File: config.mk
export PLATFORM = sky130hd
export DESIGN_NAME = scs_seq
export DESIGN_NICKNAME = d
export VERILOG_FILES = /design/src/design/scs_pkg.sv /design/src/design/scs_mem.sv /design/src/design/scs_seq.sv
export SDC_FILE = /design/constraint.sdc
export NUM_CORES = 2
export LEC_CHECK = 0
export BUFFER_PORTS_ARGS = -buffer_cell sky130_fd_sc_hd__buf_2
export CORE_MARGIN = 5
export CORE_UTILIZATION = 60
export DETAILED_ROUTE_END_ITERATION = 8
export MAX_ROUTING_LAYER = met4
export PLACE_DENSITY = 0.83
export SLEW_MARGIN = 5
export SYNTH_ARGS = -nofsm -noshare
export SYNTH_HDL_FRONTEND = slang
export SYNTH_SLANG_ARGS = --single-unit
export TNS_END_PERCENT = 10
File: constraint.sdc
create_clock -name ref_clk_i -period 12 [get_ports ref_clk_i]
set_input_delay 0 -clock ref_clk_i [delete_from_list [all_inputs] [get_ports ref_clk_i]]
set_output_delay 0 -clock ref_clk_i [all_outputs]
set_load 0.01 [all_outputs]
File: src/design/scs_pkg.sv
package scs_pkg;

    localparam int PC_W        = 16;
    localparam int NUM_W       = 7;
    localparam int BIT_W       = 12;
    localparam int DEPTH_W     = 5;
    localparam int STACK_AW    = 4;
    localparam int STACK_DEPTH = 16;
    localparam int TBL_AW      = 7;
    localparam int TBL_DEPTH   = 100;
    localparam int TBL_SLOTS   = 128;

    localparam logic [PC_W-1:0]    PROG_START   = 16'h0000;
    localparam logic [PC_W-1:0]    PROG_LAST    = 16'hFFFF;
    localparam logic [PC_W-1:0]    PC_STEP      = 16'h0001;
    localparam logic [NUM_W-1:0]   SUB_MAX      = 7'h63;
    localparam logic [NUM_W-1:0]   IRQ_SUB_LAST = 7'h1F;
    localparam logic [NUM_W-1:0]   SCHED_SUB    = 7'h63;
    localparam logic [NUM_W-1:0]   SUB_RESET    = 7'h00;
    localparam logic [DEPTH_W-1:0] NEST_MAX     = 5'h10;
    localparam logic [DEPTH_W-1:0] DEPTH_STEP   = 5'h01;
    localparam logic [DEPTH_W-1:0] DEPTH_RESET  = 5'h00;

    typedef enum logic [2:0] {
        SCS_OP_OTHER,
        SCS_OP_DEFINE,
        SCS_OP_EXIT,
        SCS_OP_CALL,
        SCS_OP_END,
        SCS_OP_PULSE
    } scs_op_e;

    typedef enum logic [2:0] {
        SCS_FLT_NONE,
        SCS_FLT_MISSING,
        SCS_FLT_SELF,
        SCS_FLT_NEST,
        SCS_FLT_OPERAND,
        SCS_FLT_DUPLICATE
    } scs_fault_e;

    typedef enum logic [2:0] {
        SCS_ST_SCAN_F,
        SCS_ST_SCAN_E,
        SCS_ST_FETCH,
        SCS_ST_EXEC,
        SCS_ST_LOOKUP,
        SCS_ST_POP
    } scs_state_e;

    typedef struct packed {
        scs_op_e          op;
        logic [NUM_W-1:0] num;
        logic             cond;
        logic             prev;
        logic [BIT_W-1:0] bit_addr;
    } scs_instr_s;

    typedef struct packed {
        logic [PC_W-1:0]  ret_pc;
        logic [NUM_W-1:0] sub;
        logic             in_sub;
    } scs_frame_s;

    typedef struct packed {
        logic             we;
        logic [BIT_W-1:0] addr;
        logic             val;
    } scs_pulse_s;

    localparam int FRAME_W = $bits(scs_frame_s);

endpackage

File: src/design/scs_mem.sv
`timescale 1ns/1ps
module scs_mem
#(
    parameter int W     = 8,
    parameter int DEPTH = 16,
    parameter int AW    = 4
)
(
    // Clock.
    input  wire logic          ref_clk_i,
    // Write port.
    input  wire logic          wr_en_i,
    input  wire logic [AW-1:0] wr_addr_i,
    input  wire logic [W-1:0]  wr_data_i,
    // Read port, one cycle latency.
    input  wire logic [AW-1:0] rd_addr_i,
    output logic      [W-1:0]  rd_data_o
);

    logic [W-1:0] mem [DEPTH];

    // Contents need no reset; no slot's data is used before it is written.
    always_ff @(posedge ref_clk_i)
    begin
        if (wr_en_i)
        begin
            mem[wr_addr_i] <= wr_data_i;
        end
        rd_data_o <= mem[rd_addr_i];
    end

endmodule

File: src/design/scs_seq.sv
// What this block does
// - Define marker carries number, exit marker none.
// - Stop at first define, restart at zero.
// - Subroutine bodies run only by call or interrupt.
// - Define met in main program restarts program.
// - Subroutine pulse output holds until next run.
// - Markers leave the fault flag unchanged when executed.
// - Call acts only while its condition is on.
// - Call runs from matching define to exit.
// - Return resumes right after the calling instruction.
// - One subroutine may be called from anywhere.
// - Calls inside subroutines nest and return inward.
// - Up to sixteen nested levels are supported.
// - Subroutines 00 to 31 also start by interrupt.
// - Subroutine 99 also serves the scheduled interrupt.
// - Fault when called number has no definition.
// - Fault when a subroutine calls itself.
// - Fault when nesting would exceed sixteen levels.
// - No call is made while fault is on.
// - Numbers are 00 to 99, defined once.
`timescale 1ns/1ps
module scs_seq
(
    // Clock and reset.
    input  wire logic                      ref_clk_i,
    input  wire logic                      reset_i,
    // Instruction fetch path.
    output logic                           fetch_en_o,
    output logic [scs_pkg::PC_W-1:0]       fetch_addr_o,
    input  wire scs_pkg::scs_instr_s       instr_i,
    // Interrupt activation.
    input  wire logic                      irq_valid_i,
    input  wire logic [scs_pkg::NUM_W-1:0] irq_num_i,
    output logic                           irq_ack_o,
    // Fault flag.
    input  wire logic                      fault_clr_i,
    output logic                           fault_o,
    output scs_pkg::scs_fault_e            fault_cause_o,
    // Sequencer status.
    output logic                           ready_o,
    output logic                           cycle_start_o,
    output logic                           in_sub_o,
    output logic [scs_pkg::NUM_W-1:0]      cur_sub_o,
    output logic [scs_pkg::DEPTH_W-1:0]    depth_o,
    // Leading edge pulse output write.
    output scs_pkg::scs_pulse_s            pulse_o
);

    function automatic logic sub_num_ok(input logic [6:0] num);
        sub_num_ok = (num <= scs_pkg::SUB_MAX);
    endfunction

    function automatic logic irq_num_ok(input logic [6:0] num);
        irq_num_ok = (num <= scs_pkg::IRQ_SUB_LAST)
                   || (num == scs_pkg::SCHED_SUB);
    endfunction

    scs_pkg::scs_state_e             state;
    scs_pkg::scs_state_e             next_state;
    logic [scs_pkg::PC_W-1:0]        pc;
    logic [scs_pkg::PC_W-1:0]        next_pc;
    logic [scs_pkg::PC_W-1:0]        ret_pc;
    logic [scs_pkg::PC_W-1:0]        next_ret_pc;
    logic [scs_pkg::NUM_W-1:0]       call_num;
    logic [scs_pkg::NUM_W-1:0]       next_call_num;
    logic [scs_pkg::NUM_W-1:0]       cur_sub;
    logic [scs_pkg::NUM_W-1:0]       next_cur_sub;
    logic                            in_sub;
    logic                            next_in_sub;
    logic [scs_pkg::DEPTH_W-1:0]     depth;
    logic [scs_pkg::DEPTH_W-1:0]     next_depth;
    logic [scs_pkg::DEPTH_W-1:0]     depth_dec;
    logic [scs_pkg::TBL_SLOTS-1:0]   defined;
    logic [scs_pkg::TBL_SLOTS-1:0]   next_defined;
    logic                            fault;
    logic                            next_fault;
    scs_pkg::scs_fault_e             cause;
    scs_pkg::scs_fault_e             next_cause;
    logic                            ready;
    logic                            next_ready;
    logic                            cycle_start;
    logic                            next_cycle_start;
    scs_pkg::scs_pulse_s             pulse;
    scs_pkg::scs_pulse_s             next_pulse;

    logic                            tbl_we;
    logic [scs_pkg::TBL_AW-1:0]      tbl_waddr;
    logic [scs_pkg::TBL_AW-1:0]      tbl_raddr;
    logic [scs_pkg::PC_W-1:0]        tbl_rdata;
    logic                            stk_we;
    logic [scs_pkg::STACK_AW-1:0]    stk_waddr;
    logic [scs_pkg::STACK_AW-1:0]    stk_raddr;
    scs_pkg::scs_frame_s             stk_wdata;
    scs_pkg::scs_frame_s             stk_rdata;

    assign depth_dec = depth - scs_pkg::DEPTH_STEP;

    // Start address of each defined subroutine, indexed by its number.
    scs_mem
    #(
        .W     (scs_pkg::PC_W),
        .DEPTH (scs_pkg::TBL_DEPTH),
        .AW    (scs_pkg::TBL_AW)
    )
    u_def_table
    (
        .ref_clk_i (ref_clk_i),
        .wr_en_i   (tbl_we),
        .wr_addr_i (tbl_waddr),
        .wr_data_i (pc),
        .rd_addr_i (tbl_raddr),
        .rd_data_o (tbl_rdata)
    );

    // Return stack of caller frames.
    scs_mem
    #(
        .W     (scs_pkg::FRAME_W),
        .DEPTH (scs_pkg::STACK_DEPTH),
        .AW    (scs_pkg::STACK_AW)
    )
    u_ret_stack
    (
        .ref_clk_i (ref_clk_i),
        .wr_en_i   (stk_we),
        .wr_addr_i (stk_waddr),
        .wr_data_i (stk_wdata),
        .rd_addr_i (stk_raddr),
        .rd_data_o (stk_rdata)
    );

    always_comb
    begin
        next_state       = state;
        next_pc          = pc;
        next_ret_pc      = ret_pc;
        next_call_num    = call_num;
        next_cur_sub     = cur_sub;
        next_in_sub      = in_sub;
        next_depth       = depth;
        next_defined     = defined;
        next_ready       = ready;
        next_cycle_start = 1'b0;
        next_pulse       = '0;
        next_cause       = cause;
        // A fault raised in the clearing cycle survives the clear.
        next_fault       = fault & ~fault_clr_i;
        tbl_we           = 1'b0;
        tbl_waddr        = instr_i.num;
        tbl_raddr        = instr_i.num;
        stk_we           = 1'b0;
        stk_waddr        = depth[scs_pkg::STACK_AW-1:0];
        stk_raddr        = depth_dec[scs_pkg::STACK_AW-1:0];
        stk_wdata.ret_pc = ret_pc;
        stk_wdata.sub    = cur_sub;
        stk_wdata.in_sub = in_sub;
        irq_ack_o        = 1'b0;
        fetch_en_o       = 1'b0;
        case (state)
            // Discovery pass: learn where each subroutine starts.
            scs_pkg::SCS_ST_SCAN_F:
            begin
                fetch_en_o = 1'b1;
                next_state = scs_pkg::SCS_ST_SCAN_E;
            end
            scs_pkg::SCS_ST_SCAN_E:
            begin
                if (instr_i.op == scs_pkg::SCS_OP_DEFINE)
                begin
                    if (!sub_num_ok(instr_i.num))
                    begin
                        next_fault = 1'b1;
                        next_cause = scs_pkg::SCS_FLT_OPERAND;
                    end
                    else if (defined[instr_i.num])
                    begin
                        next_fault = 1'b1;
                        next_cause = scs_pkg::SCS_FLT_DUPLICATE;
                    end
                    else
                    begin
                        tbl_we                   = 1'b1;
                        next_defined[instr_i.num] = 1'b1;
                    end
                end
                // The terminator follows the last exit marker.
                if ((instr_i.op == scs_pkg::SCS_OP_END)
                    || (pc == scs_pkg::PROG_LAST))
                begin
                    next_pc          = scs_pkg::PROG_START;
                    next_ready       = 1'b1;
                    next_cycle_start = 1'b1;
                    next_state       = scs_pkg::SCS_ST_FETCH;
                end
                else
                begin
                    next_pc    = pc + scs_pkg::PC_STEP;
                    next_state = scs_pkg::SCS_ST_SCAN_F;
                end
            end
            // Interrupts enter only at an instruction boundary.
            scs_pkg::SCS_ST_FETCH:
            begin
                fetch_en_o = 1'b1;
                next_state = scs_pkg::SCS_ST_EXEC;
                irq_ack_o  = irq_valid_i;
                tbl_raddr  = irq_num_i;
                if (irq_valid_i && irq_num_ok(irq_num_i)
                    && defined[irq_num_i]
                    && (depth != scs_pkg::NEST_MAX)
                    && !(in_sub && (irq_num_i == cur_sub)))
                begin
                    // The fetched instruction is dropped and rerun later.
                    next_ret_pc   = pc;
                    next_call_num = irq_num_i;
                    next_state    = scs_pkg::SCS_ST_LOOKUP;
                end
            end
            scs_pkg::SCS_ST_EXEC:
            begin
                next_pc    = pc + scs_pkg::PC_STEP;
                next_state = scs_pkg::SCS_ST_FETCH;
                case (instr_i.op)
                    scs_pkg::SCS_OP_DEFINE:
                    begin
                        // Main program ends here; fault is untouched.
                        if (!in_sub)
                        begin
                            next_pc          = scs_pkg::PROG_START;
                            next_cycle_start = 1'b1;
                        end
                    end
                    scs_pkg::SCS_OP_EXIT:
                    begin
                        if (in_sub)
                        begin
                            next_state = scs_pkg::SCS_ST_POP;
                        end
                    end
                    scs_pkg::SCS_OP_END:
                    begin
                        if (!in_sub)
                        begin
                            next_pc          = scs_pkg::PROG_START;
                            next_cycle_start = 1'b1;
                        end
                    end
                    scs_pkg::SCS_OP_PULSE:
                    begin
                        // Written only when executed, so a pulse in a
                        // subroutine stays on until its next call.
                        next_pulse.we   = 1'b1;
                        next_pulse.addr = instr_i.bit_addr;
                        next_pulse.val  = instr_i.cond & ~instr_i.prev;
                    end
                    scs_pkg::SCS_OP_CALL:
                    begin
                        if (!instr_i.cond || fault)
                        begin
                            next_state = scs_pkg::SCS_ST_FETCH;
                        end
                        else if (!sub_num_ok(instr_i.num))
                        begin
                            next_fault = 1'b1;
                            next_cause = scs_pkg::SCS_FLT_OPERAND;
                        end
                        else if (!defined[instr_i.num])
                        begin
                            next_fault = 1'b1;
                            next_cause = scs_pkg::SCS_FLT_MISSING;
                        end
                        else if (in_sub && (instr_i.num == cur_sub))
                        begin
                            next_fault = 1'b1;
                            next_cause = scs_pkg::SCS_FLT_SELF;
                        end
                        else if (depth == scs_pkg::NEST_MAX)
                        begin
                            next_fault = 1'b1;
                            next_cause = scs_pkg::SCS_FLT_NEST;
                        end
                        else
                        begin
                            // Any call site may name any number.
                            next_ret_pc   = pc + scs_pkg::PC_STEP;
                            next_call_num = instr_i.num;
                            next_state    = scs_pkg::SCS_ST_LOOKUP;
                        end
                    end
                    default:
                    begin
                        next_state = scs_pkg::SCS_ST_FETCH;
                    end
                endcase
            end
            // Table data is ready; push the caller and enter the body.
            scs_pkg::SCS_ST_LOOKUP:
            begin
                stk_we       = 1'b1;
                next_pc      = tbl_rdata + scs_pkg::PC_STEP;
                next_depth   = depth + scs_pkg::DEPTH_STEP;
                next_cur_sub = call_num;
                next_in_sub  = 1'b1;
                next_state   = scs_pkg::SCS_ST_FETCH;
            end
            // Frame is ready; resume in the caller.
            scs_pkg::SCS_ST_POP:
            begin
                next_pc      = stk_rdata.ret_pc;
                next_cur_sub = stk_rdata.sub;
                next_in_sub  = stk_rdata.in_sub;
                next_depth   = depth_dec;
                next_state   = scs_pkg::SCS_ST_FETCH;
            end
            default:
            begin
                next_state = scs_pkg::SCS_ST_SCAN_F;
            end
        endcase
    end

    always_ff @(posedge ref_clk_i)
    begin
        if (reset_i)
        begin
            state       <= scs_pkg::SCS_ST_SCAN_F;
            pc          <= scs_pkg::PROG_START;
            ret_pc      <= scs_pkg::PROG_START;
            call_num    <= scs_pkg::SUB_RESET;
            cur_sub     <= scs_pkg::SUB_RESET;
            in_sub      <= 1'b0;
            depth       <= scs_pkg::DEPTH_RESET;
            defined     <= '0;
            fault       <= 1'b0;
            cause       <= scs_pkg::SCS_FLT_NONE;
            ready       <= 1'b0;
            cycle_start <= 1'b0;
            pulse       <= '0;
        end
        else
        begin
            state       <= next_state;
            pc          <= next_pc;
            ret_pc      <= next_ret_pc;
            call_num    <= next_call_num;
            cur_sub     <= next_cur_sub;
            in_sub      <= next_in_sub;
            depth       <= next_depth;
            defined     <= next_defined;
            fault       <= next_fault;
            cause       <= next_cause;
            ready       <= next_ready;
            cycle_start <= next_cycle_start;
            pulse       <= next_pulse;
        end
    end

    assign fetch_addr_o  = pc;
    assign fault_o       = fault;
    assign fault_cause_o = cause;
    assign ready_o       = ready;
    assign cycle_start_o = cycle_start;
    assign in_sub_o      = in_sub;
    assign cur_sub_o     = cur_sub;
    assign depth_o       = depth;
    assign pulse_o       = pulse;

endmodule

# Word-level counts from Yosys, hierarchy flattened
# Memory sizes are Yosys's and may differ from the RTL's. A register that Yosys moved wholly into a read port is not among the register bits.
# Index checks and enable logic that the tools add are counted.
# totals
ff_bits,203
ramBits,1984
input_bits,35
out_inout_bits,51
wordCells,162
mem_count,2
# op_classes
add_sub_neg,4
n_lt_le_gt_ge,5
n_eq_ne,26
mux,76
bitwise_logic,8
n_reduce_logical,26
# mem_list
name,depth,word_bits,rd,rd_clocked_by_memory_dff,wr,line,text
u_def_table.mem,100,16,1,1,1,scs_mem.sv:20,logic [W-1:0] mem [DEPTH];
u_ret_stack.mem,16,24,1,1,1,scs_mem.sv:20,
# ops
cell,count
two-way mux 16 bit,10
OR 128 bit,1
one-hot mux 16 bit (4 select lines),1
two-way mux 7 bit,8
two-way mux 3 bit,16
"adder 16 x 1 -> 16 bit, second input constant",2
one-hot mux 16 bit (2 select lines),1
one-hot mux 7 bit (2 select lines),2
two-way mux 1 bit,26
"== test 16 bit, second input constant",1
"< comparator 7 x 8 -> 1 bit, second input constant",2
"inequality test 2 bit, second input constant",8
one-hot mux 3 bit (5 select lines),1
binary-select mux 1 bit (select 7 bit),2
== test 7 bit,2
two-way mux 14 bit,1
"== test 3 x 2 -> 1 bit, second input constant",4
"== test 3 bit, second input constant",4
one-hot mux 3 bit (2 select lines),2
"inequality test 5 bit, second input constant",2
one-hot mux 5 bit (2 select lines),1
AND reduction 8 bit,1
OR reduction 2 bit,4
demux 1 bit (select 7 bit),1
23 further kinds,42

# Logic depth before layout (Yosys ltp)
# logic_depth
ltp_word,9
mapped_depth,14

# Hierarchy
# From an unflattened synthesis, not the netlist that was laid out.
# hier_totals
cells_unflattened,4431
area_unflattened_um2,87207.4
# modules_own_cells
mod,n_inst,cells_per_inst,area_each_um2
scs_mem (u_def_table),1,2669,61833.1
scs_mem (u_ret_stack),1,636,14930.6
scs_seq,1,1126,10443.8

# Worst setup path before layout
# OpenSTA, ideal clock, no wires.
# synth_timing
path_kind,register to register
start,register pc (netlist bit fetch_addr_o[0])
end,register pc (netlist bit fetch_addr_o[5])
setup_time_ns,0.128
t_arrival_ns,4.182
required_ns,11.872
setup_slack_ns,7.691
stages_incl_launch_ff,11
period_less_slack_ns,4.309
cell_sequence,dfxtp_1 > ha_1 > nand4_1 > nor4_1 > a32oi_1 > nand3_1 > a21boi_0 > clkbuf_1 > o32ai_1 > a22oi_1 > nor2_1
# synth_via
elab_chain_len,4
elab_cells_between_ends,7
# synth_rtl
item,line,text
from (decl),scs_seq.sv:60,logic [scs_pkg::PC_W-1:0] pc;
from (signal assigned),scs_seq.sv:327,pc <= scs_pkg::PROG_START;
from (signal assigned),scs_seq.sv:343,pc <= next_pc;
adder 16 x 1 -> 16 bit / == test 16 bit (equally long branches),"scs_seq.sv:197, scs_seq.sv:221, scs_seq.sv:188",
two-way mux 16 bit / logical OR 1 bit (equally long branches),"scs_seq.sv:227, scs_seq.sv:242, scs_seq.sv:188",
two-way mux 16 bit (on tied branches),n/a,
one-hot mux 16 bit (4 select lines) *,scs_seq.sv:159,case (state)
# Every way passes the cells marked *; elsewhere a longest branch is shown, timed or not.
# A chain may end at the register's enable or synchronous reset.

# Worst setup path after layout
# layout_timing
start,register state[1]
end,"register u_def_table.rd_data_o[9], read port of u_def_table.mem"
# layout_via
elab_chain_len,2
# layout_rtl
item,line,text
from (decl),scs_seq.sv:58,scs_pkg::scs_state_e state;
from (signal assigned),scs_seq.sv:326,state <= scs_pkg::SCS_ST_SCAN_F;
from (signal assigned),scs_seq.sv:342,state <= next_state;
== test 3 x 2 -> 1 bit,scs_seq.sv:159,
two-way mux 7 bit,scs_seq.sv:159,
to (decl),scs_mem.sv:17,output logic [W-1:0] rd_data_o
# Every way passes these cells.

==> flow_summary_export.csv <==
group,metric,value,unit
run_status,outcome,"complete, but fails checks",
run_status,violations,"max-capacitance violations",
routing,wirelength,244,mm
placed_design,numPortBuffers,85,
yosys,muxShareOfSynthArea,0.149,
sta,slew_headroom,0.00248,
layout,drive_gt1_frac,0.234,
pwr,p_int,12.5,mW
clock_network,cts_root_buf,"clkbuf_16",
yosys,synth-simple-area-share,0.0637,
sta,fin_crit_sh,0.500,
sta,fin_crit,6.00,ns
critical_path,crit_path_frequent_cell,"buf_4",
pwr,ir_drop,0.000183,V
placed_design,dp_hpwl,132,mm
routing,firstDrtPassIters,9,
yosys,synth_area,0.0878,mm²
die,die_y,392,µm
die,initial_utilization,0.603,
critical_path,max_stage_delay,0.86,ns
clock_network,htreeDepth,4,
pwr,p_sw_frac,0.222,
yosys,synth_compound_area_frac,0.0297,
clock_network,cts_tree,"done",
yosys,syn_avg_cell_area,17.9,µm²
routing,drc,0,
clock_network,clockBufferDepth,3,
yosys,syn-instance-count,4899,
layout,nFillCells,8456,
critical_path,crit_slowest_cell,"dfxtp_1",
pwr,p_switching,3.56,mW
yosys,synth_top_family_by_area,"multiplexers",
sta,slew_violations,0,
critical_path,r2r_slack,6.00,ns
die,rows,140,
clock_network,numClockSinks,2227,
pwr,clockPowerShare,0.426,
sta,rsz0062_at_grt,"false",
die,ioPinCount,86,
critical_path,cp-start-kind,"flip-flop",
critical_path,path_delay_family,"simple AND/OR/NAND/NOR gates",
yosys,synthesis.nets,4941,
global_routing,track_usage,0.328,
sta,tns,0,ns
routing,ant_nets,0,
yosys,synthFlopType,"edfxtp_1",
die,dieArea,0.154,mm²
critical_path,path_cells,"or3b_1 > buf_4 > mux2i_4 > buf_4 > buf_4 > mux4_2 > nand2_1 > nand3_1 > a21oi_1 > or4_1 > nor4_1",
critical_path,cp.arrival,6.71,ns
die,core-area,0.146,mm²
clock_network,cts_resized,0,
global_routing,grt_pass1_vias,51600,
global_routing,grt_pass1_wl,354,mm
yosys,ys_types,66,
yosys,async_flop_share,0,
flow_run,maxCapViolCount,1,
sta,fin_skew,0.0970,ns
critical_path,critPathKind,"reg -> reg",
routing,routedWlPerCell,33.6,µm
global_routing,globalRouteOverflowTotal,0,
sta,worst_pin_slew,1.48,ns
sta,fmax,167,MHz
sta,finalHoldViolCount,0,
layout,layout_commonest_cell,"edfxtp_1",
hold_path,hp-class,"in -> reg",
routing,via_per_inst,7.12,
sta,setup_slack,6.00,ns
critical_path,critPathCaptureType,"flip-flop",
placed_design,place.gp.congestion,0.931,
die,fp.dieW,392,µm
yosys,synth_edf_count,1984,
critical_path,worst-path-buf-inv,3,
clock_network,clkTransAtPathRegs,0.07,ns
pwr,p_per_area,163,mW/mm²
pwr,p_seq_frac,0.529,
pwr,leakagePower,34.2,nW
yosys,seq_area_frac_synth,0.734,
global_routing,antenna_found_initial,11,
routing,num_vias,51600,
routing,drt_iter0_drc,9251,
sta,finalSetupViolations,0,
yosys,yosysWarnings,0,
layout,final_nets,5180,
placed_design,place_ws,6.26,ns
yosys,synth_fa_ha_area_frac,0.000998,
clock_network,cts_buffers,208,
yosys,synthXorXnorAreaFrac,0.00439,
clock_network,postCtsSetupBuffers,0,
yosys,synth_seq_cells,2227,
clock_network,clkLatencyLatePin,0.87,ns
global_routing,grt_max_degree,141,
layout,areaGrowthSynthToFinish,12.3,%
critical_path,critPathRequiredTime,12.72,ns
critical_path,cp_max_fo,47,
pwr,p_comb_frac,0.046,
layout,layout_common_cells,"edfxtp_1 (1984), mux4_2 (554), nand2_1 (483)",
synthesized netlist by cell type, drive strengths merged (6+ instances only):
cell | n | share of area
nor2b | 66 | 0.0047
nor4 | 25 | 0.0018
dfxtp | 243 | 0.055
edfxtp | 1984 | 0.68
o21ai | 35 | 0.0020
xnor2 | 32 | 0.0032
a21o | 7 | 0.00060
nand3 | 224 | 0.013
mux2 | 33 | 0.0042
buf | 145 | 0.0099
or4 | 16 | 0.0014
a221oi | 36 | 0.0036
a31oi | 7 | 0.00050
a211oi | 18 | 0.0015
nand4 | 11 | 0.00078
and2 | 16 | 0.0011
mux4 | 554 | 0.14
a22oi | 30 | 0.0026
clkbuf | 166 | 0.0071
or3 | 12 | 0.00086
nor2 | 323 | 0.014
mux2i | 20 | 0.0026
nand3b | 6 | 0.00051
inv | 19 | 0.00081
nand2b | 17 | 0.0012
a21oi | 235 | 0.013
nor3 | 32 | 0.0018
ha | 7 | 0.0010
o22ai | 8 | 0.00057
xor2 | 12 | 0.0012
and3 | 8 | 0.00057
nand2 | 484 | 0.021
flip-flops by register name, summed over array words and instances, names as in the netlist, 3 cells and up:
signal / count
u_ret_stack.rd_data_o: 24
cur_sub_o: 7
pulse_o: 14
defined: 128
depth_o: 5
ret_pc: 16
u_def_table.mem: 1600
u_def_table.rd_data_o: 16
state: 3
fetch_addr_o: 16
call_num: 7
u_ret_stack.mem: 384
fault_cause_o: 3
area by class of cell:
type	instances	area [µm²]	share of cell area
flip-flops and latches	2227	64500	0.655
diodes	10	25.0	0.000254
multi-input cells	2342	21900	0.222
clock buffers	264	5540	0.0562
repair buffers	340	2560	0.0260
inverters	19	71.3	0.000724
well taps	1917	2400	0.0243
clock inverters	131	1520	0.0154
final timing paths:
| kind | from | endpoint | cells past startpoint |
|---|---|---|---|
| min reg2reg | ready_o | ready_o | 2 |
| max | state[1] | u_def_table.rd_data_o[9] | 11 |
| min | irq_num_i[0] | call_num[0] | 5 |
| max reg2reg | state[1] | u_def_table.rd_data_o[9] | 11 |
what timing repair did:
| item | 4_1_cts | 5_1_grt |
|---|---|---|
| hold buffers | 65 | 0 |
| endpoints found under the setup margin | 0 | 0 |
| endpoints found under the hold margin | 145 | 0 |
power by group through the flow:
| stage | clock network (mW) | registers [mW] | logic [mW] |
|---|---|---|---|
| after floorplan | 0 | 8.64 | 0.427 |
| after global placement | 0 | 8.63 | 0.666 |
| after detailed placement | 0 | 8.63 | 0.679 |
| after CTS | 6.83 | 8.47 | 0.710 |
| after global routing | 7.22 | 8.46 | 0.759 |
| final | 6.82 | 8.47 | 0.733 |
worst register-to-register path: stages, from the launching register on:
cell	delay (ns)
dfxtp_1	0.86
or3b_1	0.45
buf_4	0.23
mux2i_4	0.83
buf_4	0.65
buf_4	0.88
mux4_2	0.42
nand2_1	0.06
nand3_1	0.14
a21oi_1	0.20
or4_1	0.70
nor4_1	0.44
routing by layer:
metal	share of wire	vias up	global-route usage
met5	0	-	-
met4	0.058	0	0.148
met3	0.14	987	0.0901
met2	0.47	5130	0.498
met1	0.33	25600	0.422
li1	-	19900	-
metrics by stage:
| step | utilization | hold slack, ns | total power, mW | std cells | instance area (µm²) |
|---|---|---|---|---|---|
| floorplan | - | 0.122 | 9.06 | 4899 | 87800 |
| global placement | 0.624 | 0.199 | 9.30 | 6780 | 90800 |
| detailed placement | 0.624 | 0.203 | 9.31 | 6780 | 90800 |
| CTS | 0.677 | 0.0136 | 16.0 | 7240 | 98500 |
| global route | 0.677 | 0.136 | 16.4 | 7250 | 98500 |
| finish | 0.677 | 0.109 | 16.0 | 7250 | 98500 |
logic make-up after synthesis:
kind of cell	Yosys count
fa+ha+maj	7
xor+xnor	44
compound gates	425
buf+inv	330
flops	2227
simple gates	1259
mux	607
Note: power is estimated with default switching activity, not from simulation.
